## src/pdc_params.svh

```systemverilog
// Register offsets, field positions, reset values and count limits of the decade counter.
`ifndef PDC_PARAMS_SVH
`define PDC_PARAMS_SVH

`define PDC_OFS_CTRL 32'h0000_0000
`define PDC_OFS_STATUS 32'h0000_0004

`define PDC_CTRL_CEP 0
`define PDC_CTRL_CET 1
`define PDC_CTRL_LDN 2
`define PDC_CTRL_LOAD_LSB 4
`define PDC_CTRL_LOAD_MSB 7
`define PDC_CTRL_RESET 7'h04

`define PDC_STAT_COUNT_LSB 0
`define PDC_STAT_COUNT_MSB 3
`define PDC_STAT_TC 4
`define PDC_STAT_TRK 5
`define PDC_STAT_CLR 6

`define PDC_COUNT_ZERO 4'h0
`define PDC_COUNT_ONE 4'h1
`define PDC_COUNT_MAX 4'h9

`define PDC_RESP_OKAY 2'h0
`define PDC_RESP_SLVERR 2'h2

`define PDC_WORD_ZERO 32'h0000_0000

`endif

```

## src/pdc_pkg.sv

```systemverilog
// Types shared by the decade counter and its register bus.
`default_nettype none

package pdc_pkg;

  typedef struct packed {
    logic [3:0] loadValue;
    logic loadEnableN;
    logic countEnableTrickle;
    logic countEnableParallel;
  } pdc_ctrl_t;

  typedef struct packed {
    logic [31:0] awaddr;
    logic awvalid;
    logic [31:0] wdata;
    logic [3:0] wstrb;
    logic wvalid;
    logic bready;
    logic [31:0] araddr;
    logic arvalid;
    logic rready;
  } pdc_axi_req_t;

  typedef struct packed {
    logic awready;
    logic wready;
    logic [1:0] bresp;
    logic bvalid;
    logic arready;
    logic [31:0] rdata;
    logic [1:0] rresp;
    logic rvalid;
  } pdc_axi_rsp_t;

endpackage

`default_nettype wire

```

## src/pdc_counter_top.sv

```systemverilog
// Presettable decade counter with an AXI4-Lite register slave.
`include "pdc_params.svh"
`default_nettype none

module pdc_counter_top (
  input wire logic core_clk,
  input wire logic rst,
  input wire logic clearN,
  input wire logic trickleIn,
  input wire pdc_pkg::pdc_axi_req_t axiReq,
  output var pdc_pkg::pdc_axi_rsp_t axiRsp,
  output var logic [3:0] countBits,
  output var logic terminalCount
);

  import pdc_pkg::*;

  // Next value of a counting decade; anything at or past nine wraps to zero.
  function automatic logic [3:0] incDecade(input logic [3:0] value);
    if (value >= `PDC_COUNT_MAX) begin
      incDecade = `PDC_COUNT_ZERO;
    end else begin
      incDecade = value + `PDC_COUNT_ONE;
    end
  endfunction

  function automatic pdc_ctrl_t wordToCtrl(input logic [31:0] word);
    pdc_ctrl_t ctrl;
    ctrl.loadValue = word[`PDC_CTRL_LOAD_MSB:`PDC_CTRL_LOAD_LSB];
    ctrl.loadEnableN = word[`PDC_CTRL_LDN];
    ctrl.countEnableTrickle = word[`PDC_CTRL_CET];
    ctrl.countEnableParallel = word[`PDC_CTRL_CEP];
    wordToCtrl = ctrl;
  endfunction

  function automatic logic [31:0] ctrlToWord(input pdc_ctrl_t ctrl);
    logic [31:0] word;
    word = `PDC_WORD_ZERO;
    word[`PDC_CTRL_LOAD_MSB:`PDC_CTRL_LOAD_LSB] = ctrl.loadValue;
    word[`PDC_CTRL_LDN] = ctrl.loadEnableN;
    word[`PDC_CTRL_CET] = ctrl.countEnableTrickle;
    word[`PDC_CTRL_CEP] = ctrl.countEnableParallel;
    ctrlToWord = word;
  endfunction

  function automatic logic isMapped(input logic [31:0] addr);
    isMapped = (addr == `PDC_OFS_CTRL) || (addr == `PDC_OFS_STATUS);
  endfunction

  pdc_ctrl_t ctrlReg;
  pdc_ctrl_t ctrlNext;
  logic [3:0] countReg;
  logic [3:0] countNext;
  logic terminalCountReg;
  logic terminalCountNext;
  logic trickleLevel;
  logic trickleLevelNext;
  logic trickleEff;
  logic trickleEffNext;
  logic clearSeen;
  logic clearHitReg;

  logic awFullReg;
  logic awFullNext;
  logic wFullReg;
  logic wFullNext;
  logic arFullReg;
  logic arFullNext;
  logic awreadyReg;
  logic wreadyReg;
  logic arreadyReg;
  logic bvalidReg;
  logic bvalidNext;
  logic rvalidReg;
  logic rvalidNext;
  logic [31:0] awAddrReg;
  logic [31:0] wDataReg;
  logic [3:0] wStrbReg;
  logic [31:0] arAddrReg;
  logic [31:0] rdataReg;
  logic [1:0] brespReg;
  logic [1:0] rrespReg;
  logic [31:0] statusWord;
  logic doWrite;
  logic doRead;

  // The cascade enable pin and the clear pin are filtered before software sees them.
  pdc_pin_filter trickleFilter (
    .core_clk(core_clk),
    .rst(rst),
    .pinIn(trickleIn),
    .level(trickleLevel),
    .levelNext(trickleLevelNext)
  );

  pdc_pin_filter clearFilter (
    .core_clk(core_clk),
    .rst(rst),
    .pinIn(!clearN),
    .level(clearSeen),
    .levelNext()
  );

  assign trickleEff = ctrlReg.countEnableTrickle && trickleLevel;
  assign trickleEffNext = ctrlNext.countEnableTrickle && trickleLevelNext;

  // Load first, then counting, otherwise hold.
  always_comb begin
    if (!ctrlReg.loadEnableN) begin
      countNext = ctrlReg.loadValue;
    end else if (trickleEff && ctrlReg.countEnableParallel) begin
      countNext = incDecade(countReg);
    end else begin
      countNext = countReg;
    end
  end

  assign terminalCountNext = (countNext == `PDC_COUNT_MAX) && trickleEffNext;

  // The clear pin acts without the clock and beats everything else.
  always_ff @(posedge core_clk or negedge clearN) begin
    if (!clearN) begin
      countReg <= `PDC_COUNT_ZERO;
      clearHitReg <= 1'b1;
    end else if (rst) begin
      countReg <= `PDC_COUNT_ZERO;
      clearHitReg <= 1'b0;
    end else begin
      countReg <= countNext;
      clearHitReg <= 1'b0;
    end
  end

  always_ff @(posedge core_clk or negedge clearN) begin
    if (!clearN) begin
      terminalCountReg <= 1'b0;
    end else if (rst) begin
      terminalCountReg <= 1'b0;
    end else begin
      terminalCountReg <= terminalCountNext;
    end
  end

  assign countBits = countReg;
  assign terminalCount = terminalCountReg;

  // Handshake bookkeeping of the five channels.
  always_comb begin
    doWrite = awFullReg && wFullReg && !bvalidReg;
    doRead = arFullReg && !rvalidReg;
    awFullNext = (awFullReg && !doWrite) || (axiReq.awvalid && awreadyReg);
    wFullNext = (wFullReg && !doWrite) || (axiReq.wvalid && wreadyReg);
    arFullNext = (arFullReg && !doRead) || (axiReq.arvalid && arreadyReg);
    bvalidNext = doWrite || (bvalidReg && !axiReq.bready);
    rvalidNext = doRead || (rvalidReg && !axiReq.rready);
  end

  always_ff @(posedge core_clk) begin
    if (rst) begin
      awFullReg <= 1'b0;
      awAddrReg <= `PDC_WORD_ZERO;
      awreadyReg <= 1'b0;
    end else begin
      awFullReg <= awFullNext;
      awreadyReg <= !awFullNext && !bvalidNext;
      if (axiReq.awvalid && awreadyReg) begin
        awAddrReg <= axiReq.awaddr;
      end
    end
  end

  always_ff @(posedge core_clk) begin
    if (rst) begin
      wFullReg <= 1'b0;
      wDataReg <= `PDC_WORD_ZERO;
      wStrbReg <= 4'h0;
      wreadyReg <= 1'b0;
    end else begin
      wFullReg <= wFullNext;
      wreadyReg <= !wFullNext && !bvalidNext;
      if (axiReq.wvalid && wreadyReg) begin
        wDataReg <= axiReq.wdata;
        wStrbReg <= axiReq.wstrb;
      end
    end
  end

  // The control register sits in byte lane 0 and steers the counter.
  always_comb begin
    ctrlNext = ctrlReg;
    if (doWrite && (awAddrReg == `PDC_OFS_CTRL) && wStrbReg[0]) begin
      ctrlNext = wordToCtrl(wDataReg);
    end
  end

  always_ff @(posedge core_clk) begin
    if (rst) begin
      ctrlReg <= `PDC_CTRL_RESET;
    end else begin
      ctrlReg <= ctrlNext;
    end
  end

  always_ff @(posedge core_clk) begin
    if (rst) begin
      bvalidReg <= 1'b0;
      brespReg <= `PDC_RESP_OKAY;
    end else begin
      bvalidReg <= bvalidNext;
      if (doWrite) begin
        brespReg <= isMapped(awAddrReg) ? `PDC_RESP_OKAY : `PDC_RESP_SLVERR;
      end
    end
  end

  // The status word shows the counter's own state.
  always_comb begin
    statusWord = `PDC_WORD_ZERO;
    statusWord[`PDC_STAT_COUNT_MSB:`PDC_STAT_COUNT_LSB] = countReg;
    statusWord[`PDC_STAT_TC] = terminalCountReg;
    statusWord[`PDC_STAT_TRK] = trickleEff;
    statusWord[`PDC_STAT_CLR] = clearSeen;
  end

  always_ff @(posedge core_clk) begin
    if (rst) begin
      arFullReg <= 1'b0;
      arAddrReg <= `PDC_WORD_ZERO;
      arreadyReg <= 1'b0;
    end else begin
      arFullReg <= arFullNext;
      arreadyReg <= !arFullNext && !rvalidNext;
      if (axiReq.arvalid && arreadyReg) begin
        arAddrReg <= axiReq.araddr;
      end
    end
  end

  always_ff @(posedge core_clk) begin
    if (rst) begin
      rvalidReg <= 1'b0;
      rdataReg <= `PDC_WORD_ZERO;
      rrespReg <= `PDC_RESP_OKAY;
    end else begin
      rvalidReg <= rvalidNext;
      if (doRead) begin
        case (arAddrReg)
          `PDC_OFS_CTRL: begin
            rdataReg <= ctrlToWord(ctrlReg);
            rrespReg <= `PDC_RESP_OKAY;
          end
          `PDC_OFS_STATUS: begin
            rdataReg <= statusWord;
            rrespReg <= `PDC_RESP_OKAY;
          end
          default: begin
            rdataReg <= `PDC_WORD_ZERO;
            rrespReg <= `PDC_RESP_SLVERR;
          end
        endcase
      end
    end
  end

  assign axiRsp.awready = awreadyReg;
  assign axiRsp.wready = wreadyReg;
  assign axiRsp.bresp = brespReg;
  assign axiRsp.bvalid = bvalidReg;
  assign axiRsp.arready = arreadyReg;
  assign axiRsp.rdata = rdataReg;
  assign axiRsp.rresp = rrespReg;
  assign axiRsp.rvalid = rvalidReg;
endmodule

`default_nettype wire

```

## src/pdc_pin_filter.sv

```systemverilog
// Three-stage input filter for a pin from outside the clock domain.
`default_nettype none

module pdc_pin_filter (
  input wire logic core_clk,
  input wire logic rst,
  input wire logic pinIn,
  output var logic level,
  output logic levelNext
);

  logic stage1Reg;
  logic stage2Reg;
  logic stage3Reg;

  // The level only moves once the second and third stages agree.
  assign levelNext = (stage2Reg == stage3Reg) ? stage3Reg : level;

  always_ff @(posedge core_clk) begin
    if (rst) begin
      stage1Reg <= 1'b0;
      stage2Reg <= 1'b0;
      stage3Reg <= 1'b0;
    end else begin
      stage1Reg <= pinIn;
      stage2Reg <= stage1Reg;
      stage3Reg <= stage2Reg;
    end
  end

  always_ff @(posedge core_clk) begin
    if (rst) begin
      level <= 1'b0;
    end else begin
      level <= levelNext;
    end
  end

endmodule

`default_nettype wire

```

## config.mk

```make
export PLATFORM = sky130hd
export DESIGN_NAME = pdc_counter_top
export DESIGN_NICKNAME = d
export VERILOG_FILES = /design/src/pdc_pkg.sv /design/src/pdc_counter_top.sv /design/src/pdc_pin_filter.sv
export VERILOG_INCLUDE_DIRS = /design/src /design/src/src
export SDC_FILE = /design/constraint.sdc
export NUM_CORES = 1
export LEC_CHECK = 0
export BUFFER_PORTS_ARGS = -buffer_cell sky130_fd_sc_hd__buf_2
export CORE_MARGIN = 2
export CORE_UTILIZATION = 49
export DETAILED_ROUTE_END_ITERATION = 8
export PLACE_DENSITY = 0.86
export SYNTH_ARGS = -nofsm -noshare
export SYNTH_HDL_FRONTEND = slang
export SYNTH_SLANG_ARGS = --single-unit
```

## constraint.sdc

```tcl
create_clock -name core_clk -period 2.2 [get_ports core_clk]
set_input_delay 0.44 -clock core_clk [delete_from_list [all_inputs] [get_ports core_clk]]
set_output_delay 0.44 -clock core_clk [all_outputs]
set_load 0.02 [all_outputs]
```

# After elaboration in Yosys (flattened, before gate mapping)
# Cells that the tools add are included.
totals:
  romBits: 0
  out_inout_bits: 46
  word_cells: 87
  ram_bits: 0
  inputBits: 109
  n_memories: 0
  latchBits: 0
  register_bits: 137
op_classes:
  n_bitwise: 0
  eq_ne: 5
  muxes: 10
  mul: 0
  shift: 0
  n_lt_le_gt_ge: 1
  n_reduce_logical: 41
  n_addsub: 1
  div_mod_pow: 0
op_table:
  columns: ["operator", "count"]
  rows:
  - ["$eq 32x3->1 const B", 2]
  - ["$logic_not 32->1", 2]
  - ["$logic_and 1x1->1", 20]
  - ["$mux 4", 4]
  - ["$pmux 8 s2", 1]
  - ["$logic_not 1->1", 12]
  - ["$logic_or 1x1->1", 6]
  - ["$mux 2", 3]
  - ["$add 4x1->4 const B", 1]
  - ["$eq 4x4->1 const B", 1]
  - ["$ge 4x4->1 const B", 1]
  - ["$eq 1x1->1", 2]
  - ["$mux 1", 2]
  - ["$reduce_or 2->1", 1]

# Depth between registers and ports, before layout
logic_depth:
  depth_word: 8
  mapped_depth: 7
  ltp_nobuf: 7

# Modules after synthesis
# Synthesis repeated with hierarchy kept, for this count alone.
hier_totals:
  hier_cells: 522
  area_unflattened_um2: 4351.7
modules_own_cells:
  columns: ["module", "area_per_inst_um2", "seq_area_each_um2", "n_inst", "cells_each"]
  rows:
  - ["pdc_counter_top", 4103.9, 2067.0, 1, 504]
  - ["pdc_pin_filter", 123.9, 80.1, 2, 9]

# Least setup slack after synthesis
# OpenSTA, ideal clock, no wires.
synth_path:
  kind: "reg2reg"
  from: "register arAddrReg[9]"
  to: "register rdataReg[7]"
  path_stages_with_launch: 6
  setup_ns: 0.067
  setup_slack_ns: 0.235
  arrival_ns: 1.897
  cell_sequence: "dfxtp_1 > or4_1 > or4_1 > buf_2 > or3b_1 > a21oi_2"
synth_via:
  elab_chain_len: 2
  word_cells_on_any_way: 3
  cone_classes: "eq/ne: 1; mux: 1; reduce/logical: 1"
synth_lines:
  columns: ["element", "line", "source"]
  rows:
  - ["start: declaration", "pdc_counter_top.sv:79", "logic [31:0] arAddrReg;"]
  - ["start signal: assignment", "pdc_counter_top.sv:228", "arAddrReg <= `PDC_WORD_ZERO;"]
  - ["start signal: assignment", "pdc_counter_top.sv:234", "arAddrReg <= axiReq.araddr;"]
  - ["$eq 32x3->1 or $logic_not 32->1 (tied branches)", "pdc_counter_top.sv:247", "case (arAddrReg)"]
  - ["$pmux 8 s2 (*)", "pdc_counter_top.sv:247", null]
  - ["end signal: assignment", "pdc_counter_top.sv:249", "rdataReg <= ctrlToWord(ctrlReg);"]
  - ["end signal: assignment", "pdc_counter_top.sv:253", "rdataReg <= statusWord;"]
  - ["end signal: assignment", "pdc_counter_top.sv:257", "rdataReg <= `PDC_WORD_ZERO;"]
  - ["end: declaration", "pdc_counter_top.sv:80", "logic [31:0] rdataReg;"]
# Every way passes the cells marked *; elsewhere a longest branch is shown, timed or not.
# A chain may end at the register's enable or synchronous reset.

# Final worst setup path
layout_path:
  from: "register awAddrReg[30]"
  to: "register terminalCountReg (netlist: terminalCount)"
layout_via:
  elab_chain_len: 7
layout_lines:
  columns: ["element", "line", "source"]
  rows:
  - ["start: declaration", "pdc_counter_top.sv:76", "logic [31:0] awAddrReg;"]
  - ["start signal: assignment", "pdc_counter_top.sv:161", "awAddrReg <= `PDC_WORD_ZERO;"]
  - ["start signal: assignment", "pdc_counter_top.sv:167", "awAddrReg <= axiReq.awaddr;"]
  - ["$logic_not 32->1 (no line)", null, null]
  - ["$logic_and 1x1->1 (2 in a row)", "pdc_counter_top.sv:191", "if (doWrite && (awAddrReg == `PDC_OFS_CTRL) && wStrbReg[0]) begin"]
  - ["$mux 2", "pdc_counter_top.sv:191", null]
  - ["$logic_and 1x1->1", "pdc_counter_top.sv:105", "assign trickleEffNext = ctrlNext.countEnableTrickle && trickleLevelNext;"]
  - ["$logic_and 1x1->1", "pdc_counter_top.sv:118", "assign terminalCountNext = (countNext == `PDC_COUNT_MAX) && trickleEffNext;"]
  - ["$mux 1", "pdc_counter_top.sv:137", "end else if (rst) begin"]
  - ["end signal: assignment", "pdc_counter_top.sv:140", "terminalCountReg <= terminalCountNext;"]
  - ["end: declaration", "pdc_counter_top.sv:54", "logic terminalCountReg;"]
# Every way passes these cells.

==> run metrics <==
Initial Utilization=0.502; DRT iter0 DRCs=around 120; global placer's final weighted congestion=0.871; RSZ-0062 raised after global routing=no; Clock Root Buffer=clkbuf_8; DRC Markers=0; placed insts=708; WL final=slightly above 9 mm; via count=3671; Sw Share=0.244; CP Max Fanout=8; Avg Inst Size Synth=~8.2 sq um; Syn-to-layout area delta=15.7%; busiest layer in global routing=met2; CTS Sinks=110; Leak Pwr=just over 0.002 uW; Sequential Power Share=0.564; vias in the first global route=approximately 3400; min Tclk post-route=1980 ps; met3 GRT Util=0.0494; final hold vios=0; max-cap violation count=0; Clock Path Buffers=2; Die W=about 100 microns; largest cells by area after synthesis=dfxtp_1 48%, nand2_1 14%, a21oi_1 9.0%, buf_4 5.4%, dfrtp_1 2.9%; total gr overflow=0; crit path launch type=flop; WHS Endpoint=trickleFilter.stage1Reg; WL/cell=12.5 microns; Gate Count Post-Synth=526; clock latency on the worst-skew pair=360 ps; Clock Power Share=0.327; mean number of vias per cell=5.08; status=finished clean; Slew Limit Fails=0; PwrDens=749 nW/um^2; Layout Cells excl Fill=around 720; internal power=2840 uW; grt met1 use=0.232; final worst path period share=0.902; Rows=34; Ant. Diodes=0; antenna-violating nets left=0; count of cell types in the netlist=38; RR Startpoint=awAddrReg[30]; Hold Crit Start=trickleIn; Mapped Area=4340 sq um; Ys Warns=0; share of the synthesized area in the top cell type=0.485; combinational share of power=0.109; drt first pass iters=4; Critical Path Sink Type=flop; Hold Crit Class=in -> reg; Worst Hold Depth=2; pin count of the biggest net entering global routing=40; sequential area share after synthesis=0.513; die height=98.1 microns; Yosys reg bits=110; CTS H-tree depth=3; CORE AREA=~8600 sq um; Yosys top cell by area=dfxtp_1; WS Path Type=reg -> reg; Final nets=724; first-pass GRT wire length=15.2 mm; Post-CTS Setup Inserts=0; CTS resizes=0; r2r endpoint=terminalCount; Final setup viols=0; I/O Pins=155; IO buf count=100; clk_skew=5.51 ps; Total GRT Usage=0.192; hold buffers post-CTS=1; CTS tree=done; Worst R2R Setup Slack=220 ps; IR drop worst, VDD=0.000473 V; Clock Pin Slew Worst Setup and Hold Paths=90 ps; CP arrival=2220 ps; initial antenna violation count=0; share of layout cells above drive strength 1=0.210; post-DP HPWL=6.70 mm; die area=9620 sq um; GR Util met2=0.338; cts bufs inserted=9; critical path required time=between 2000 and 2500 ps; setup tns final=0 ps; sw power=918 uW; R2R depth=6; max frequency=about 0.50 GHz
[state kept, by name, indices dropped and copies added, names as in the netlist, 4 cells and up]
register / count
arAddrReg: 32
awAddrReg: 32
rdataReg: 8
ctrlReg: 7
wDataReg: 7
countBits: 4
[synthesized netlist by cell type]
cell	count
conb_1	1
or4_1	3
buf_2	1
nor4_4	1
nand3b_1	1
nand2b_1	3
o22ai_1	2
mux2i_1	11
o21ai_0	4
clkbuf_1	28
o311a_1	1
dfxtp_1	105
nor3_1	5
nand2_1	157
and3b_1	1
a2bb2oi_1	7
a21oi_1	78
buf_1	2
nor4b_1	2
dfrtp_1	5
a21oi_2	1
nor3b_1	1
and2_2	1
nor2b_1	10
nand4_1	2
ha_1	3
inv_1	5
nor4_1	14
o211ai_1	2
and2_1	3
nor4b_2	1
nor2_1	26
or3b_1	1
buf_4	31
nand3_1	3
a211o_1	1
a31oi_1	2
a211oi_1	1
[metrics by stage]
| step | cell area, sq um | setup slack (ps) | util | hold WS (ps) | total power, uW |
|---|---|---|---|---|---|
| floorplan | 4430 | 235 | - | 144 | 2470 |
| global placement | 4800 | 264 | 0.556 | 263 | 2560 |
| detailed placement | 4800 | 191 | 0.556 | 266 | 2570 |
| CTS | 5020 | 165 | 0.581 | 284 | 3790 |
| global route | 5020 | 36.3 | 0.581 | 291 | 3930 |
| finish | 5020 | 216 | 0.581 | 304 | 3760 |
[layout make-up]
| cell class | count | area (sq um) |
|---|---|---|
| fill | 782 | 3620 |
| sequential | 110 | 2230 |
| multi-input combinational | 374 | 1840 |
| timing repair buffer | 112 | 596 |
| clock buffer | 11 | 163 |
| tap | 108 | 135 |
| clock inverter | 3 | 42.5 |
| inverter | 5 | 18.8 |
[layout by cell type (no fill, tap or decap), types with 2 or more instances in the layout]
cell | synthesis | layout
a21oi_1 | 78 | 78
a2bb2oi_1 | 7 | 7
a31oi_1 | 2 | 2
and2_1 | 3 | 3
buf_2 | 1 | 99
buf_4 | 31 | 12
clkbuf_8 | 0 | 10
conb_1 | 1 | 26
dfrtp_1 | 5 | 5
dfxtp_1 | 105 | 105
ha_1 | 3 | 3
inv_1 | 5 | 5
mux2i_1 | 11 | 11
nand2_1 | 157 | 157
nand2b_1 | 3 | 3
nand3_1 | 3 | 3
nand4_1 | 2 | 2
nor2_1 | 26 | 26
nor2b_1 | 10 | 10
nor3_1 | 5 | 5
nor4_1 | 14 | 14
nor4b_1 | 2 | 2
o211ai_1 | 2 | 2
o21ai_0 | 4 | 4
o22ai_1 | 2 | 2
or4_1 | 3 | 3
[how the worst max path moves through the flow]
stage                     slack [ps]             to  cells after the start          start
after floorplan                  240    rdataReg[7]                      5   arAddrReg[9]
after detailed placement         190  terminalCount                      6  awAddrReg[30]
final                            220  terminalCount                      6  awAddrReg[30]
after global routing              40     ctrlReg[1]                      6  awAddrReg[10]
after global placement           260    rdataReg[7]                      5  arAddrReg[24]
after CTS                        170  terminalCount                      6  awAddrReg[30]
[power groups by stage]
stage	sequential, uW	clock [uW]	combinational (uW)
6_report	2120	1230	410
5_1_grt	2130	1340	461
4_1_cts	2120	1260	411
3_5_place_dp	2170	0	409
3_3_place_gp	2160	0	395
2_1_floorplan	2160	0	312
[worst max-delay path, cell delays in order (launching register included)]
cell and delay, ps:
dfxtp_1 330, nor4_1 340, nand4_1 260, nor4_4 320, buf_4 220, mux2i_1 300, nor4b_2 90
[layer usage]
metal,up-vias,share of wire
met5,-,0
met2,143,0.49
met3,10,0.076
met1,1659,0.42
li1,1859,-
met4,0,0.011
[logic make-up (layout without fill, tap and decap cells)]
logic type,count (synthesis),in the layout,synth area share
other,1,26,0.000864
DFF,110,110,0.513
adders and majority gates,3,3,0.00865
muxes,11,11,0.0254
buffers and inverters,67,131,0.0851
and+or+nand+nor,235,235,0.241
AOI/OAI and AO/OA,99,99,0.126
Power figures use the tool's default switching activity.
